===== config.mk =====
export PLATFORM = sky130hd
export DESIGN_NAME = port_discovery_pw_timers
export DESIGN_NICKNAME = d
export VERILOG_FILES = /design/src/design/pw_timers_pkg.sv /design/src/design/discovery_timer.sv /design/src/design/pw_repeat_timer.sv /design/src/design/port_discovery_pw_timers.sv
export SDC_FILE = /design/constraint.sdc
export NUM_CORES = 1
export LEC_CHECK = 0
export CAP_MARGIN = 20
export CORE_MARGIN = 5
export CORE_UTILIZATION = 65
export DETAILED_ROUTE_END_ITERATION = 6
export DONT_BUFFER_PORTS = 1
export GPL_TIMING_DRIVEN = 0
export HOLD_SLACK_MARGIN = 0.1
export PLACE_DENSITY = 0.81
export SLEW_MARGIN = 20
export SYNTH_ARGS = -nofsm -noshare
export SYNTH_HDL_FRONTEND = slang
export SYNTH_SLANG_ARGS = --single-unit

===== constraint.sdc =====
create_clock -name clk -period 3.66 [get_ports clk]
set_input_delay 0.366 -clock clk [delete_from_list [all_inputs] [get_ports clk]]
set_output_delay 0.366 -clock clk [all_outputs]
set_load 0.005 [all_outputs]

===== src/design/pw_timers_pkg.sv =====
// constants, register map and state codes for the discovery and repeat timers
package pw_timers_pkg;
  // clock: 10 MHz
  localparam int CLK_PERIOD_NS    = 100;
  // discovery unit 0.84 ms, debug period 102.4 ps held in tenths of ps
  localparam int DISC_UNIT_NS     = 840000;
  localparam int DISC_UNIT_CYCLES = DISC_UNIT_NS / CLK_PERIOD_NS;
  localparam int DISC_DBG_PS_X10  = 1024;
  localparam int CLK_PERIOD_PS_X10 = CLK_PERIOD_NS * 10000;
  localparam int DISC_DBG_RAW     =
    (DISC_DBG_PS_X10 + CLK_PERIOD_PS_X10 - 1) / CLK_PERIOD_PS_X10;
  localparam int DISC_DBG_CYCLES  = (DISC_DBG_RAW < 1) ? 1 : DISC_DBG_RAW;
  // repeat unit about 107 ms, debug window 0.82 to 1.64 us (least: round up)
  localparam int PW_UNIT_NS       = 107000000;
  localparam int PW_UNIT_CYCLES   = PW_UNIT_NS / CLK_PERIOD_NS;
  localparam int PW_DBG_NS        = 820;
  localparam int PW_DBG_CYCLES    =
    (PW_DBG_NS + CLK_PERIOD_NS - 1) / CLK_PERIOD_NS;
  // counter width covers 15 repeat units
  localparam int CNT_W            = 24;
  // register byte offsets
  localparam logic [11:0] LINK_TIMER_CONTROL_OFS = 12'h000;
  localparam logic [11:0] IRQ_STATUS_OFS         = 12'h004;
  localparam logic [11:0] IRQ_MASK_OFS           = 12'h008;
  localparam logic [11:0] TIMER_STATE_OFS        = 12'h00C;
  localparam logic [11:0] ERROR_DETECT_OFS       = 12'h010;
  // link_timer_control fields
  localparam int DISC_CODE_LSB    = 28;
  localparam int PW_CODE_LSB      = 20;
  localparam logic [3:0] DISC_CODE_RST = 4'h9;
  localparam logic [3:0] PW_CODE_RST   = 4'h8;
  localparam logic [3:0] PW_CODE_OFF   = 4'h0;
  localparam logic [3:0] PW_CODE_DBG   = 4'hF;
  localparam logic [3:0] DISC_CODE_DBG = 4'h0;
  // interrupt bits
  localparam int IRQ_N            = 2;
  localparam int IRQ_DISC_DONE    = 0;
  localparam int IRQ_PW_SENT      = 1;
  // state codes, one-hot
  typedef enum logic [1:0] {
    disc_idle = 2'b01,
    disc_run  = 2'b10
  } disc_state_e;
  typedef enum logic [1:0] {
    pw_idle = 2'b01,
    pw_wait = 2'b10
  } pw_state_e;
endpackage : pw_timers_pkg


===== src/design/discovery_timer.sv =====
// link-discovery wait timer
`timescale 1ns/1ns
module discovery_timer
  import pw_timers_pkg::*;
#(
  parameter int UNIT_CYCLES = DISC_UNIT_CYCLES
) (
  input  wire logic       clk,
  input  wire logic       resetn,
  input  wire logic       start,
  input  wire logic [3:0] code,
  output logic            active_q,
  output logic            done_q
);
  disc_state_e      state_q;
  logic [CNT_W-1:0] cnt_q;
  logic [CNT_W-1:0] load_w;
  logic             last_w;

  // code zero gives the shortest wait the clock allows
  assign load_w = (code == DISC_CODE_DBG) ? CNT_W'(DISC_DBG_CYCLES)
                : CNT_W'(code) * CNT_W'(UNIT_CYCLES);
  assign last_w = (state_q == disc_run) && (cnt_q == CNT_W'(1));

  // restart on a fresh start even while running
  always_ff @(posedge clk or negedge resetn) begin
    if (!resetn) begin
      state_q <= disc_idle;
      cnt_q   <= '0;
      done_q  <= 1'b0;
    end else begin
      done_q <= last_w && !start;
      case (state_q)
        disc_idle: begin
          if (start) begin
            state_q <= disc_run;
            cnt_q   <= load_w;
          end
        end
        disc_run: begin
          if (start) begin
            cnt_q <= load_w;
          end else if (last_w) begin
            state_q <= disc_idle;
          end else begin
            cnt_q <= cnt_q - CNT_W'(1);
          end
        end
        default: state_q <= disc_idle;
      endcase
    end
  end

  // active mirrors the running state as a flop of its own
  always_ff @(posedge clk or negedge resetn) begin
    if (!resetn) active_q <= 1'b0;
    else active_q <= start || ((state_q == disc_run) && !last_w);
  end
endmodule : discovery_timer


===== src/design/pw_repeat_timer.sv =====
// error-report port-write repeat timer
`timescale 1ns/1ns
module pw_repeat_timer
  import pw_timers_pkg::*;
#(
  parameter int UNIT_CYCLES = PW_UNIT_CYCLES
) (
  input  wire logic       clk,
  input  wire logic       resetn,
  input  wire logic       error_event,
  input  wire logic       service,
  input  wire logic [3:0] code,
  output logic            send_q,
  output logic            waiting_q
);
  pw_state_e        state_q;
  logic [CNT_W-1:0] cnt_q;
  logic [CNT_W-1:0] load_w;
  logic             expire_w;
  logic             first_w;

  // window start is code times the unit, debug code F excepted; reserved codes scale alike
  assign load_w = (code == PW_CODE_DBG) ? CNT_W'(PW_DBG_CYCLES)
                : CNT_W'(code) * CNT_W'(UNIT_CYCLES);
  assign expire_w = (state_q == pw_wait) && (cnt_q == CNT_W'(1))
                  && !service;
  assign first_w  = (state_q == pw_idle) && error_event && !service;

  // service beats expiry in the same cycle, so no stray resend
  always_ff @(posedge clk or negedge resetn) begin
    if (!resetn) begin
      state_q <= pw_idle;
      cnt_q   <= '0;
      send_q  <= 1'b0;
    end else begin
      send_q <= first_w || expire_w;
      case (state_q)
        pw_idle: begin
          if (first_w && (code != PW_CODE_OFF)) begin
            state_q <= pw_wait;
            cnt_q   <= load_w;
          end
        end
        pw_wait: begin
          if (service) begin
            state_q <= pw_idle;
          end else if (expire_w) begin
            cnt_q <= load_w;
          end else begin
            cnt_q <= cnt_q - CNT_W'(1);
          end
        end
        default: state_q <= pw_idle;
      endcase
    end
  end

  // armed flag rises with the first send unless the code is off, so a stray error is not taken while armed
  always_ff @(posedge clk or negedge resetn) begin
    if (!resetn) waiting_q <= 1'b0;
    else waiting_q <= ((state_q == pw_wait) && !service)
                   || (first_w && (code != PW_CODE_OFF));
  end
endmodule : pw_repeat_timer


===== src/design/port_discovery_pw_timers.sv =====
// apb register front end with discovery and port-write repeat timers
//
// Decided for this implementation: the APB interface to the registers and the register offsets.
`timescale 1ns/1ns
module port_discovery_pw_timers
  import pw_timers_pkg::*;
#(
  parameter int DISC_UNIT = DISC_UNIT_CYCLES,
  parameter int PW_UNIT   = PW_UNIT_CYCLES
) (
  input  wire logic        clk,
  input  wire logic        resetn,
  input  wire logic        psel,
  input  wire logic        penable,
  input  wire logic        pwrite,
  input  wire logic [11:0] paddr,
  input  wire logic [31:0] pwdata,
  output logic [31:0]      prdata,
  output logic             pready,
  output logic             pslverr,
  input  wire logic        discovery_start,
  input  wire logic        error_report,
  output logic             discovery_active,
  output logic             discovery_done,
  output logic             pw_send,
  output logic             pw_repeating,
  output logic             irq
);
  logic [3:0]       disc_code_q;
  logic [3:0]       pw_code_q;
  logic [IRQ_N-1:0] irq_status_q;
  logic [IRQ_N-1:0] irq_mask_q;
  logic [IRQ_N-1:0] irq_event_w;
  logic [31:0]      prdata_q;
  logic [31:0]      rdata_w;
  logic             pready_q;
  logic             pslverr_q;
  logic             irq_q;
  logic             setup_w;
  logic             access_w;
  logic             wr_w;
  logic             hit_ltc_w;
  logic             hit_sts_w;
  logic             hit_msk_w;
  logic             hit_tst_w;
  logic             hit_err_w;
  logic             mapped_w;
  logic             service_w;
  logic             disc_active_w;
  logic             disc_done_w;
  logic             pw_send_w;
  logic             pw_wait_w;

  // bus phase decode; pready is a flop set in the setup cycle, so no wait state
  assign setup_w   = psel && !penable && !pready_q;
  assign access_w  = psel && penable && pready_q;
  assign wr_w      = access_w && pwrite;
  assign hit_ltc_w = (paddr == LINK_TIMER_CONTROL_OFS);
  assign hit_sts_w = (paddr == IRQ_STATUS_OFS);
  assign hit_msk_w = (paddr == IRQ_MASK_OFS);
  assign hit_tst_w = (paddr == TIMER_STATE_OFS);
  assign hit_err_w = (paddr == ERROR_DETECT_OFS);
  assign mapped_w  = hit_ltc_w || hit_sts_w || hit_msk_w
                   || hit_tst_w || hit_err_w;
  // any write to the error-detect word counts as servicing
  assign service_w = wr_w && hit_err_w;

  // read mux; reserved fields read zero
  assign rdata_w =
      hit_ltc_w ? {disc_code_q, 4'h0, pw_code_q, 20'h00000}
    : hit_sts_w ? {{(32-IRQ_N){1'b0}}, irq_status_q}
    : hit_msk_w ? {{(32-IRQ_N){1'b0}}, irq_mask_q}
    : hit_tst_w ? {30'h00000000, pw_wait_w, disc_active_w}
    : 32'h00000000;

  // apb answer: ready and data registered in the setup cycle
  always_ff @(posedge clk or negedge resetn) begin
    if (!resetn) begin
      pready_q  <= 1'b0;
      pslverr_q <= 1'b0;
      prdata_q  <= 32'h00000000;
    end else begin
      pready_q  <= setup_w;
      pslverr_q <= setup_w && !mapped_w;
      if (setup_w) prdata_q <= pwrite ? 32'h00000000 : rdata_w;
    end
  end

  // timer codes, written only at the access edge
  always_ff @(posedge clk or negedge resetn) begin
    if (!resetn) begin
      disc_code_q <= DISC_CODE_RST;
      pw_code_q   <= PW_CODE_RST;
    end else if (wr_w && hit_ltc_w) begin
      disc_code_q <= pwdata[DISC_CODE_LSB +: 4];
      pw_code_q   <= pwdata[PW_CODE_LSB +: 4];
    end
  end

  // mask register, same layout as status
  always_ff @(posedge clk or negedge resetn) begin
    if (!resetn) irq_mask_q <= '0;
    else if (wr_w && hit_msk_w) irq_mask_q <= pwdata[IRQ_N-1:0];
  end

  assign irq_event_w[IRQ_DISC_DONE] = disc_done_w;
  assign irq_event_w[IRQ_PW_SENT]   = pw_send_w;

  // sticky status, write one to clear; a same-cycle event wins
  genvar gi;
  generate
    for (gi = 0; gi < IRQ_N; gi++) begin : g_irq
      always_ff @(posedge clk or negedge resetn) begin
        if (!resetn) begin
          irq_status_q[gi] <= 1'b0;
        end else if (irq_event_w[gi]) begin
          irq_status_q[gi] <= 1'b1;
        end else if (wr_w && hit_sts_w && pwdata[gi]) begin
          irq_status_q[gi] <= 1'b0;
        end
      end
    end
  endgenerate

  // level interrupt lags the status by one edge
  always_ff @(posedge clk or negedge resetn) begin
    if (!resetn) irq_q <= 1'b0;
    else irq_q <= |(irq_status_q & irq_mask_q);
  end

  discovery_timer #(
    .UNIT_CYCLES (DISC_UNIT)
  ) u_disc (
    .clk      (clk),
    .resetn   (resetn),
    .start    (discovery_start),
    .code     (disc_code_q),
    .active_q (disc_active_w),
    .done_q   (disc_done_w)
  );

  pw_repeat_timer #(
    .UNIT_CYCLES (PW_UNIT)
  ) u_pw (
    .clk         (clk),
    .resetn      (resetn),
    .error_event (error_report),
    .service     (service_w),
    .code        (pw_code_q),
    .send_q      (pw_send_w),
    .waiting_q   (pw_wait_w)
  );

  // outputs straight from flops
  assign prdata           = prdata_q;
  assign pready           = pready_q;
  assign pslverr          = pslverr_q;
  assign irq              = irq_q;
  assign discovery_active = disc_active_w;
  assign discovery_done   = disc_done_w;
  assign pw_send          = pw_send_w;
  assign pw_repeating     = pw_wait_w;
endmodule : port_discovery_pw_timers


After elaboration in Yosys (flattened, before gate mapping)
Cells that the tools add are included.
{ "word_totals": {"register_bits": 103, "input_bits": 51, "output_inout_bits": 39, "word_cells": 112} }
{ "op_classes": {"add_sub_neg": 2, "n_mul": 2, "eq_ne": 18, "mux": 26, "bitwise": 1, "n_reduce_logical": 46} }
{ "ops": {"columns": ["operator", "n"], "rows": [
  ["$mux W24", 7],
  ["$pmux W24 S2", 2],
  ["$mux W32", 2],
  ["$eq A24 B1 Y1 const B", 2],
  ["$sub A24 B1 Y24 const B", 2],
  ["$eq A12 B4 Y1 const B", 2],
  ["$logic_and A1 B1 Y1", 21],
  ["$mul A4 B17 Y20 const B", 1],
  ["$mux W18", 1],
  ["$mux W2", 8],
  ["$mul A4 B10 Y14 const B", 1],
  ["$eq A12 B3 Y1 const B", 1],
  ["$eq A12 B5 Y1 const B", 1],
  ["$logic_not A12 Y1", 1],
  ["$reduce_and A3 Y1", 3],
  ["$ne A2 B2 Y1 const B", 4],
  ["$pmux W2 S2", 2],
  ["$reduce_bool A2 Y1", 4],
  ["$logic_or A1 B1 Y1", 7],
  ["$logic_not A1 Y1", 6],
  ["$eq A2 B1 Y1 const B", 2],
  ["$eq A2 B2 Y1 const B", 2],
  ["$eq A4 B4 Y1 const B", 1],
  ["$logic_not A4 Y1", 1],
  ["7 further kinds", 11]
]} }

Logic depth before layout (Yosys ltp)
Gate-level depths: netlist of run 1.
{ "logic_depth": {"depth_word": 9, "depth_mapped": 11} }

By module
From an unflattened synthesis of run 1, not the netlist that was laid out.
{ "unflattened": {"hier_cells": 596, "area_unflattened_um2": 5758.0} }
{ "by_module_without_submodules": {"columns": ["module", "instances", "cells_per_inst", "area_each_um2", "seq_area_each_um2"], "rows": [
  ["pw_repeat_timer", 1, 264, 2449.8, 701.9],
  ["discovery_timer", 1, 221, 2035.7, 701.9],
  ["port_discovery_pw_timers", 1, 111, 1272.5, 629.4]
]} }

Least setup slack after synthesis of run 1
Ideal clock, no wire load.
{ "synth_path": {"kind": "register to register", "start": "register pw_code_q[2]", "end": "register u_pw.cnt_q[17]", "setup_ps": 126, "arrival_time_ps": 2915, "required_ps": 3534, "slack_ps": 619, "path_stages_with_launch": 12, "path_buffers": 0, "synth_period_minus_slack_ps": 3041, "cell_sequence": "dfrtp_1 -> inv_1 -> fa_1 -> inv_1 -> ha_1 -> ha_1 -> a21oi_1 -> o221ai_1 -> a21oi_1 -> o22a_1 -> xnor2_1 -> a221o_1"} }
{ "synth_via": {"elab_chain_len": 5} }
{ "synth_rtl": {"columns": ["item", "line_no", "source"], "rows": [
  ["start: declaration", "port_discovery_pw_timers.sv:30", "logic [3:0] pw_code_q;"],
  ["start signal: assignment", "port_discovery_pw_timers.sv:96", "pw_code_q <= pwdata[PW_CODE_LSB +: 4];"],
  ["$mul A4 B17 Y20 or $eq A4 B4 Y1 (tied branches)", "pw_repeat_timer.sv:24, pw_repeat_timer.sv:23", null],
  ["$mux W24", "pw_repeat_timer.sv:23", "assign load_w = (code == PW_CODE_DBG) ? CNT_W'(PW_DBG_CYCLES)"],
  ["$mux W24", "pw_repeat_timer.sv:47", "end else if (expire_w) begin"],
  ["$mux W24", "pw_repeat_timer.sv:45", "if (service) begin"],
  ["$pmux W24 S2", "pw_repeat_timer.sv:37", "case (state_q)"],
  ["end signal: assignment", "pw_repeat_timer.sv:41", "cnt_q <= load_w;"],
  ["end signal: assignment", "pw_repeat_timer.sv:48", "cnt_q <= load_w;"],
  ["end signal: assignment", "pw_repeat_timer.sv:50", "cnt_q <= cnt_q - CNT_W'(1);"],
  ["end: declaration", "pw_repeat_timer.sv:17", "logic [CNT_W-1:0] cnt_q;"]
]} }
Several ways; a longest one is shown, not always the timed one. The select of a mux whose other input is x is not followed.
A chain may end at the register's enable or synchronous reset.

Final worst setup path of run 1
{ "layout_path": {"start": "register pw_code_q[3]", "end": "register u_pw.cnt_q[17]"} }
Same word-level chain as after synthesis.

==> impl_metrics.csv, run 1 <==
group,metric,value,unit
place,pre_cts_ws,0.145,ns
cts,tritoncts,"done",
sta,worst_slew_pin_slew,0.929,ns
setup_path,max_stage_delay,0.68,ns
synth,async_reset_ff_share,100,%
die,core,8260,µm²
setup_path,cp-start-kind,"register",
route,drt-total-wl,13800,µm
power_and_ir_drop,p_leak,2.70,nW
setup_path,end_kind,"register",
die,die_h,102,µm
place,portBuffers,0,
cells_and_area,fin_nets,739,
cts,clock_sinks,81,
sta,slew_violations,0,
die,die_w,102,µm
setup_path,r2r_start,"pw_code_q[3]$_DFFE_PN1P_",
sta,maxSlewHeadroom,37.6,%
cts,cts-htree-levels,3,
sta,fin_ws,0.238,ns
cts,clkTransAtPathRegs,0.08,ns
sta,fmaxAchievable,0.292,GHz
hold_path,min_to,"pw_code_q[3]$_DFFE_PN1P_",
cells_and_area,syn_to_final_growth,8.19,%
route,first_pass_iters,5,
sta,post-route-period-util,93.5,%
global_routing,grtUsageTotal,27.3,%
cells_and_area,diodes,0,
global_routing,grt_max_degree,82,
route,ant_nets,0,
global_routing,grt_pass1_wl,22700,µm
hold_path,hp-start,"pwdata[23]",
cts,numCtsBuffers,9,
die,dieArea,10400,µm²
synth,ys_warn_count,0,
sta,finalHoldViolCount,0,
place,dp_hpwl,10200,µm
cts,worstSkewPairLatency,0.36,ns
setup_path,path_cells,"inv_1 -> fa_1 -> inv_1 -> ha_1 -> ha_1 -> a21oi_1 -> o221ai_1 -> a21oi_2 -> o22a_1 -> xnor2_1 -> a221o_1",
synth,ys_ff_latch,81,
synth,synth_seq_area_share,36.9,%
setup_path,cp.arrival,3.65,ns
die,row_count,33,
setup_path,worstPathMaxFanout,10,
status,status,"finished, final reports clean",
sta,rsz0062_at_grt,"no",
cts,clockBufferDepth,2,
die,initial_core_util,66.8,%
synth,syn_area,5510,µm²
cells_and_area,seqCellArea,2040,µm²
global_routing,gr-total-overflow,0,
synth,synth_ff_type,"dfrtp_1",
route,drtIter0Drc,415,
synth,synth_cell_types,70,
power_and_ir_drop,power_density,478,nW/µm²
global_routing,antenna_found_initial,0,
sta,fin_skew,0.0157,ns
setup_path,path_delay_family,"compound AO/OA/AOI/OAI gates",
setup_path,ff2ff_path_depth,11,
setup_path,r2r_end,"u_pw.cnt_q[17]$_DFFE_PN0P_",
cells_and_area,multi_input_area,3190,µm²
place,place_area,5730,µm²
setup_path,crit_required,3.89,ns
sta,holdWs,0.119,ns
route,drc_errors,0,
setup_path,critPathBufInv,2,
cells_and_area,final_util,72.2,%
setup_path,reg2reg_setup_slack,0.24,ns
setup_path,crit_type,"register to register",
global_routing,grt_pass1_vias,4742,
synth,synth_edf_count,0,
synth,avgSynthCellArea,9.11,µm²
die,io_pins,90,
setup_path,worst_path_max_delay_cell,"dfstp_2",
cells_and_area,drive_gt1_share,11.2,%
flow_run,maxCapViolCount,0,
sta,fin_crit,3.42,ns
power_and_ir_drop,peakVddDrop,219,µV
setup_path,cp-startpoint,"pw_code_q[3]$_DFFE_PN1P_",
route,vias,4874,
cells_and_area,final_area,5960,µm²
route,viasPerCell,6.50,
sta,tns,0,ns
hold_path,whs_path_depth,2,
cts,root_buffer,"clkbuf_8",
hold_path,hold_class,"input pin to register",
place,place.gp.congestion,0.956,
route,wl_per_cell,18.4,µm
sta,setup_viol,0,
synth,postSynthCellCount,605,
cells_and_area,fillers,661,
==> repair_timing <==
item	CTS	global route
gates resized for setup	0	4
setup endpoints to repair	0	3
hold buffers	3	0
endpoints found under the hold margin	82	0
buffers inserted	0	0
==> registers in the layout, summed over array words and instances (netlist names) <==
name and flops:
prdata 10, u_disc.cnt_q 24, u_disc.done_q 1, irq 1, u_disc.state_q 2, disc_code_q 4
pw_code_q 4, u_disc.active_q 1, irq_status_q 2, pslverr 1, u_pw.send_q 1, irq_mask_q 2
u_pw.state_q 2, u_pw.cnt_q 24, u_pw.waiting_q 1, pready 1
==> per-layer routing <==
layer / vias up / track usage, % / wire length, µm
met5: - / 0 / 0
met4: 0 / 8.78 / 308
met2: 296 / 43.3 / 6220
met3: 37 / 5.67 / 1450
li1: 2238 / - / -
met1: 2303 / 37.8 / 5820
==> report_power, final <==
part	switching [mW]	total, mW	internal, mW
sequential	0.124	1.14	1.02
clock	0.343	0.614	0.270
combinational	0.724	1.10	0.372
==> through the flow <==
stage,power [mW],cells
after global routing,3.02,750
after floorplan,1.90,626
final,2.85,750
after CTS,2.82,750
after detailed placement,2.19,731
after global placement,2.14,731
==> synthesized netlist by cell type (6+ instances only) <==
cell	n	area (µm²)
ha_1	44	551
a21o_1	7	52.6
or3_1	15	93.8
a21oi_1	32	160
inv_1	31	116
o311ai_0	7	61.3
or4_1	8	60.1
xor2_1	10	87.6
and2_1	6	37.5
xnor2_1	16	140
nor2_1	52	195
a31oi_1	10	62.6
mux2_2	6	67.6
a22oi_1	10	75.1
nor3_1	22	110
buf_4	25	188
nand2_1	48	180
dfrtp_1	76	1900
nand3_1	15	75.1
o21ai_0	43	215
nor4_1	13	81.3
a22o_1	9	78.8
clkbuf_1	10	37.5
==> cells in the final DEF, fill, tap and decap left out, drive strengths merged, types with 4 or more instances in the layout <==
cell type and instances:
dfrtp 76, nor2 53, nand2 48, ha 44, o21ai 44, inv 32, a21oi 32, buf 32
nor3 23, conb 22, clkbuf 21, xnor2 16, nand3 15, or3 15, nor4 14, xor2 10
a31oi 10, a22oi 10, a22o 9, or4 9, a21o 7, o311ai 7, and2 6, mux2 6
nor2b 5, nand2b 5, dfstp 5, nor3b 4, o311a 4, fa 4, nand4 4, clkinv 4
==> cell type report <==
cell class                 count  share of cell area, %
buffer                        41                   4.36
clock buffer                  11                   2.37
clock inverter                 5                  0.671
inverter                      31                   1.95
multi-input combinational    473                   53.5
sequential                    81                   34.1
tap                          105                   2.20
timing repair buffer           3                  0.797
==> how the worst max path moves through the flow <==
stage               slack (ns)                          to  depth (start not counted)
floorplan                 0.62  u_pw.cnt_q[17]$_DFFE_PN0P_                         11
global placement          0.24  u_pw.cnt_q[18]$_DFFE_PN0P_                         11
detailed placement        0.14  u_pw.cnt_q[17]$_DFFE_PN0P_                         11
CTS                       0.11  u_pw.cnt_q[17]$_DFFE_PN0P_                         11
global route              0.06  u_pw.cnt_q[18]$_DFFE_PN0P_                         11
finish                    0.24  u_pw.cnt_q[17]$_DFFE_PN0P_                         11
==> logic make-up (layout without fill, tap and decap cells) <==
family                   Yosys count  count (layout)  share of synthesized area, %
AO/OA/AOI/OAI                    158             158                          19.2
flip-flops                        81              81                          36.9
AND/OR/NAND/NOR                  211             211                          19.9
XOR/XNOR                          26              26                          4.13
other                              1              22                        0.0680
buffers and inverters             72              91                          6.83
multiplexers                       8               8                          1.59
adder cells (fa/ha/maj)           48              48                          11.4
Note: power is estimated with default switching activity, not from simulation.
==> run 2: changes to the inputs <==
--- a/config.mk
+++ b/config.mk
@@ -5,6 +5,7 @@
 export SDC_FILE = /design/constraint.sdc
 export NUM_CORES = 1
 export LEC_CHECK = 0
+export ABC_AREA = 1
 export CAP_MARGIN = 20
 export CORE_MARGIN = 5
 export CORE_UTILIZATION = 65
==> run 2 against run 1 <==
Combinational power grew 10%; sequential share of layout area shrank 5.2 points; maximum frequency grew 15%; power grew 9.3%; global-route usage grew 0.87 points; core utilization shrank 0.24 points; clock skew shrank 0.0045 ns; via count grew 25%; critical path type unchanged; critical endpoint unchanged; largest cell class unchanged; highest routed layer unchanged.
==> impl_metrics.csv, run 2 <==
group,metric,value,unit
status,status,"finished, final reports clean",
synth,async_reset_ff_share,100,%
synth,yosysMostFrequentCell,"nand2_1",
cells_and_area,final_cell_mix,"nand2_1, nor2_1, inv_1, nand3_1, dfrtp_1",
flow_run,maxCapViolCount,0,
setup_path,path_cells,"inv_1 -> fa_1 -> inv_1 -> ha_1 -> ha_1 -> nand2_1 -> nor2_1 -> nand2_1 -> nand2_1 -> nand2_1 -> nand2_1 -> nand2_1 -> nand3_1 -> nor2_1 -> nor2_1 -> nor2_1",
setup_path,crit_path_end,"u_pw.cnt_q[17]$_DFFE_PN0P_",
sta,setup_viol,0,
setup_path,ff2ff_path_depth,16,
cts,clock_sinks,81,
die,io_pins,90,
sta,finalHoldViolCount,0,
synth,synth_seq_area_share,31.1,%
route,drtIter0Drc,516,
place,dp_hpwl,12700,µm
power_and_ir_drop,p_leak,3.64,nW
cells_and_area,fillers,815,
die,die_w,110,µm
route,wl_per_cell,15.0,µm
synth,avgSynthCellArea,7.11,µm²
setup_path,worst_path_max_delay_cell,"fa_1",
setup_path,max_stage_delay,0.57,ns
die,core,9770,µm²
setup_path,worstPathMaxFanout,7,
sta,slew_violations,0,
setup_path,reg2reg_setup_slack,0.67,ns
die,row_count,36,
setup_path,r2r_start,"pw_code_q[1]$_DFFE_PN0P_",
die,dieArea,12100,µm²
synth,synth_commonest_cells,"nand2_1, nor2_1, inv_1, nand3_1, dfrtp_1",
cts,cts-htree-levels,3,
cts,post_cts_buffers,0,
cts,root_buffer,"clkbuf_8",
synth,synth_top_area_share,29.1,%
global_routing,antenna_found_initial,0,
route,drc_errors,0,
global_routing,grt_pass1_wl,27200,µm
setup_path,end_kind,"register",
synth,post-synth-top-area-cell,"dfrtp_1",
place,portBuffers,0,
power_and_ir_drop,peakVddDrop,374,µV
synth,synth_edf_count,0,
hold_path,hold_class,"input pin to register",
place,place.gp.congestion,0.935,
cells_and_area,diodes,0,
cts,cts_hold_buf,2,
synth,synth_ff_type,"dfrtp_1",
setup_path,cp_common_cell,"nand2_1",
sta,rsz0062_at_grt,"no",
die,die_h,110,µm
setup_path,r2r_end,"u_pw.cnt_q[17]$_DFFE_PN0P_",
setup_path,cp.arrival,3.24,ns
sta,fin_skew,0.0112,ns
cts,cts_resized,0,
cells_and_area,drive_gt1_share,12.3,%
cts,tritoncts,"done",
setup_path,cp-start-kind,"register",
global_routing,grtUsageTotal,28.2,%
sta,holdWs,0.137,ns
cts,clockBufferDepth,2,
cells_and_area,syn_to_final_growth,7.78,%
synth,ys_warn_count,0,
synth,ys_ff_latch,81,
sta,post-route-period-util,81.6,%
synth,synth_cell_types,50,
sta,worst_slew_pin_slew,0.514,ns
cells_and_area,multi_input_area,3860,µm²
sta,maxSlewHeadroom,65.7,%
power_and_ir_drop,power_density,443,nW/µm²
die,initial_core_util,66.8,%
synth,yosys-top-cells-area,"dfrtp_1, nand2_1, ha_1",
synth,postSynthCellCount,918,
sta,tns,0,ns
cells_and_area,final_common_cell,"nand2_1",
synth,syn_area,6530,µm²
sta,fin_crit,2.99,ns
global_routing,grt_pass1_vias,5848,
sta,fmaxAchievable,0.335,GHz
route,first_pass_iters,5,
route,ant_nets,0,
cts,clkTransAtPathRegs,0.09,ns
cts,worstSkewPairLatency,0.37,ns
route,viasPerCell,5.58,
route,vias,6082,
setup_path,crit_type,"register to register",
global_routing,grt_max_degree,82,
setup_path,cp-startpoint,"pw_code_q[1]$_DFFE_PN0P_",
setup_path,path_delay_family,"adder cells",
route,drt-total-wl,16300,µm
cells_and_area,fin_nets,1051,
setup_path,cp.depth,16,
cells_and_area,seqCellArea,2030,µm²
global_routing,gr-total-overflow,0,
cts,numCtsBuffers,9,
setup_path,critPathBufInv,2,
setup_path,crit_required,3.91,ns
==> run 2: cell count changes in the layout (fill, tap and decap cells not counted), moves of 14 or more <==
cell / previous run / this run
nor2_2: 0 / 14
nand3_1: 15 / 78
nor2_1: 52 / 112
inv_1: 31 / 99
nand2_1: 48 / 233
nor3_1: 22 / 8
or3_1: 15 / 0
==> run 2: per-layer routing <==
metal	track usage, %	part of all wire (%)	vias up
met5	0	0	-
met4	9.23	1.8	0
met3	4.43	9.6	26
met2	43.8	44	267
met1	40.3	45	2809
li1	-	-	2980
==> run 2: stage by stage <==
stage / cell area (µm²) / worst slack (ns) / total power [mW] / cells / utilization, %
after floorplan: 6610 / 1.07 / 2.06 / 939 / -
after global placement: 6770 / 0.774 / 2.28 / 1072 / 69.3
after detailed placement: 6770 / 0.725 / 2.33 / 1072 / 69.3
after CTS: 7040 / 0.692 / 3.10 / 1090 / 72.0
after global routing: 7040 / 0.426 / 3.33 / 1090 / 72.0
final: 7040 / 0.674 / 3.12 / 1090 / 72.0
==> run 2: cell type report <==
| type | count | area share, % |
|---|---|---|
| Tap cell | 133 | 2.36 |
| Buffer | 38 | 4.27 |
| Sequential cell | 81 | 28.9 |
| Multi-Input combinational cell | 709 | 54.8 |
| Clock inverter | 7 | 1.44 |
| Timing Repair Buffer | 2 | 0.533 |
| Clock buffer | 9 | 1.76 |
| Inverter | 111 | 5.92 |
==> run 2: worst min-delay path by stage <==
stage,endpoint,slack (ns),startpoint,cells after the start
after floorplan,disc_code_q[1]$_DFFE_PN0P_,0.07,resetn,0
after global placement,prdata[28]$_DFFE_PN0P_,0.07,resetn,0
after detailed placement,prdata[29]$_DFFE_PN0P_,0.07,resetn,0
after CTS,disc_code_q[3]$_DFFE_PN1P_,0.12,pwdata[31],2
after global routing,pw_code_q[0]$_DFFE_PN0P_,0.15,pwdata[20],2
final,disc_code_q[3]$_DFFE_PN1P_,0.14,pwdata[31],2
==> run 2: power by group <==
| group | switching (mW) | leakage (nW) | internal (mW) |
|---|---|---|---|
| registers | 0.131 | 0.991 | 1.02 |
| clock network | 0.365 | 0.107 | 0.391 |
| logic | 0.789 | 2.54 | 0.417 |
==> run 2: logic make-up (layout without fill, tap and decap cells) <==
kind of cell / Yosys count / after routing / share of synthesized area [%]
buf+inv: 149 / 167 / 11.0
xor+xnor: 24 / 24 / 3.22
flops: 81 / 81 / 31.1
simple gates: 496 / 496 / 34.5
fa+ha+maj: 48 / 48 / 9.66
compound gates: 119 / 119 / 10.5
other cells: 1 / 22 / 0.0574
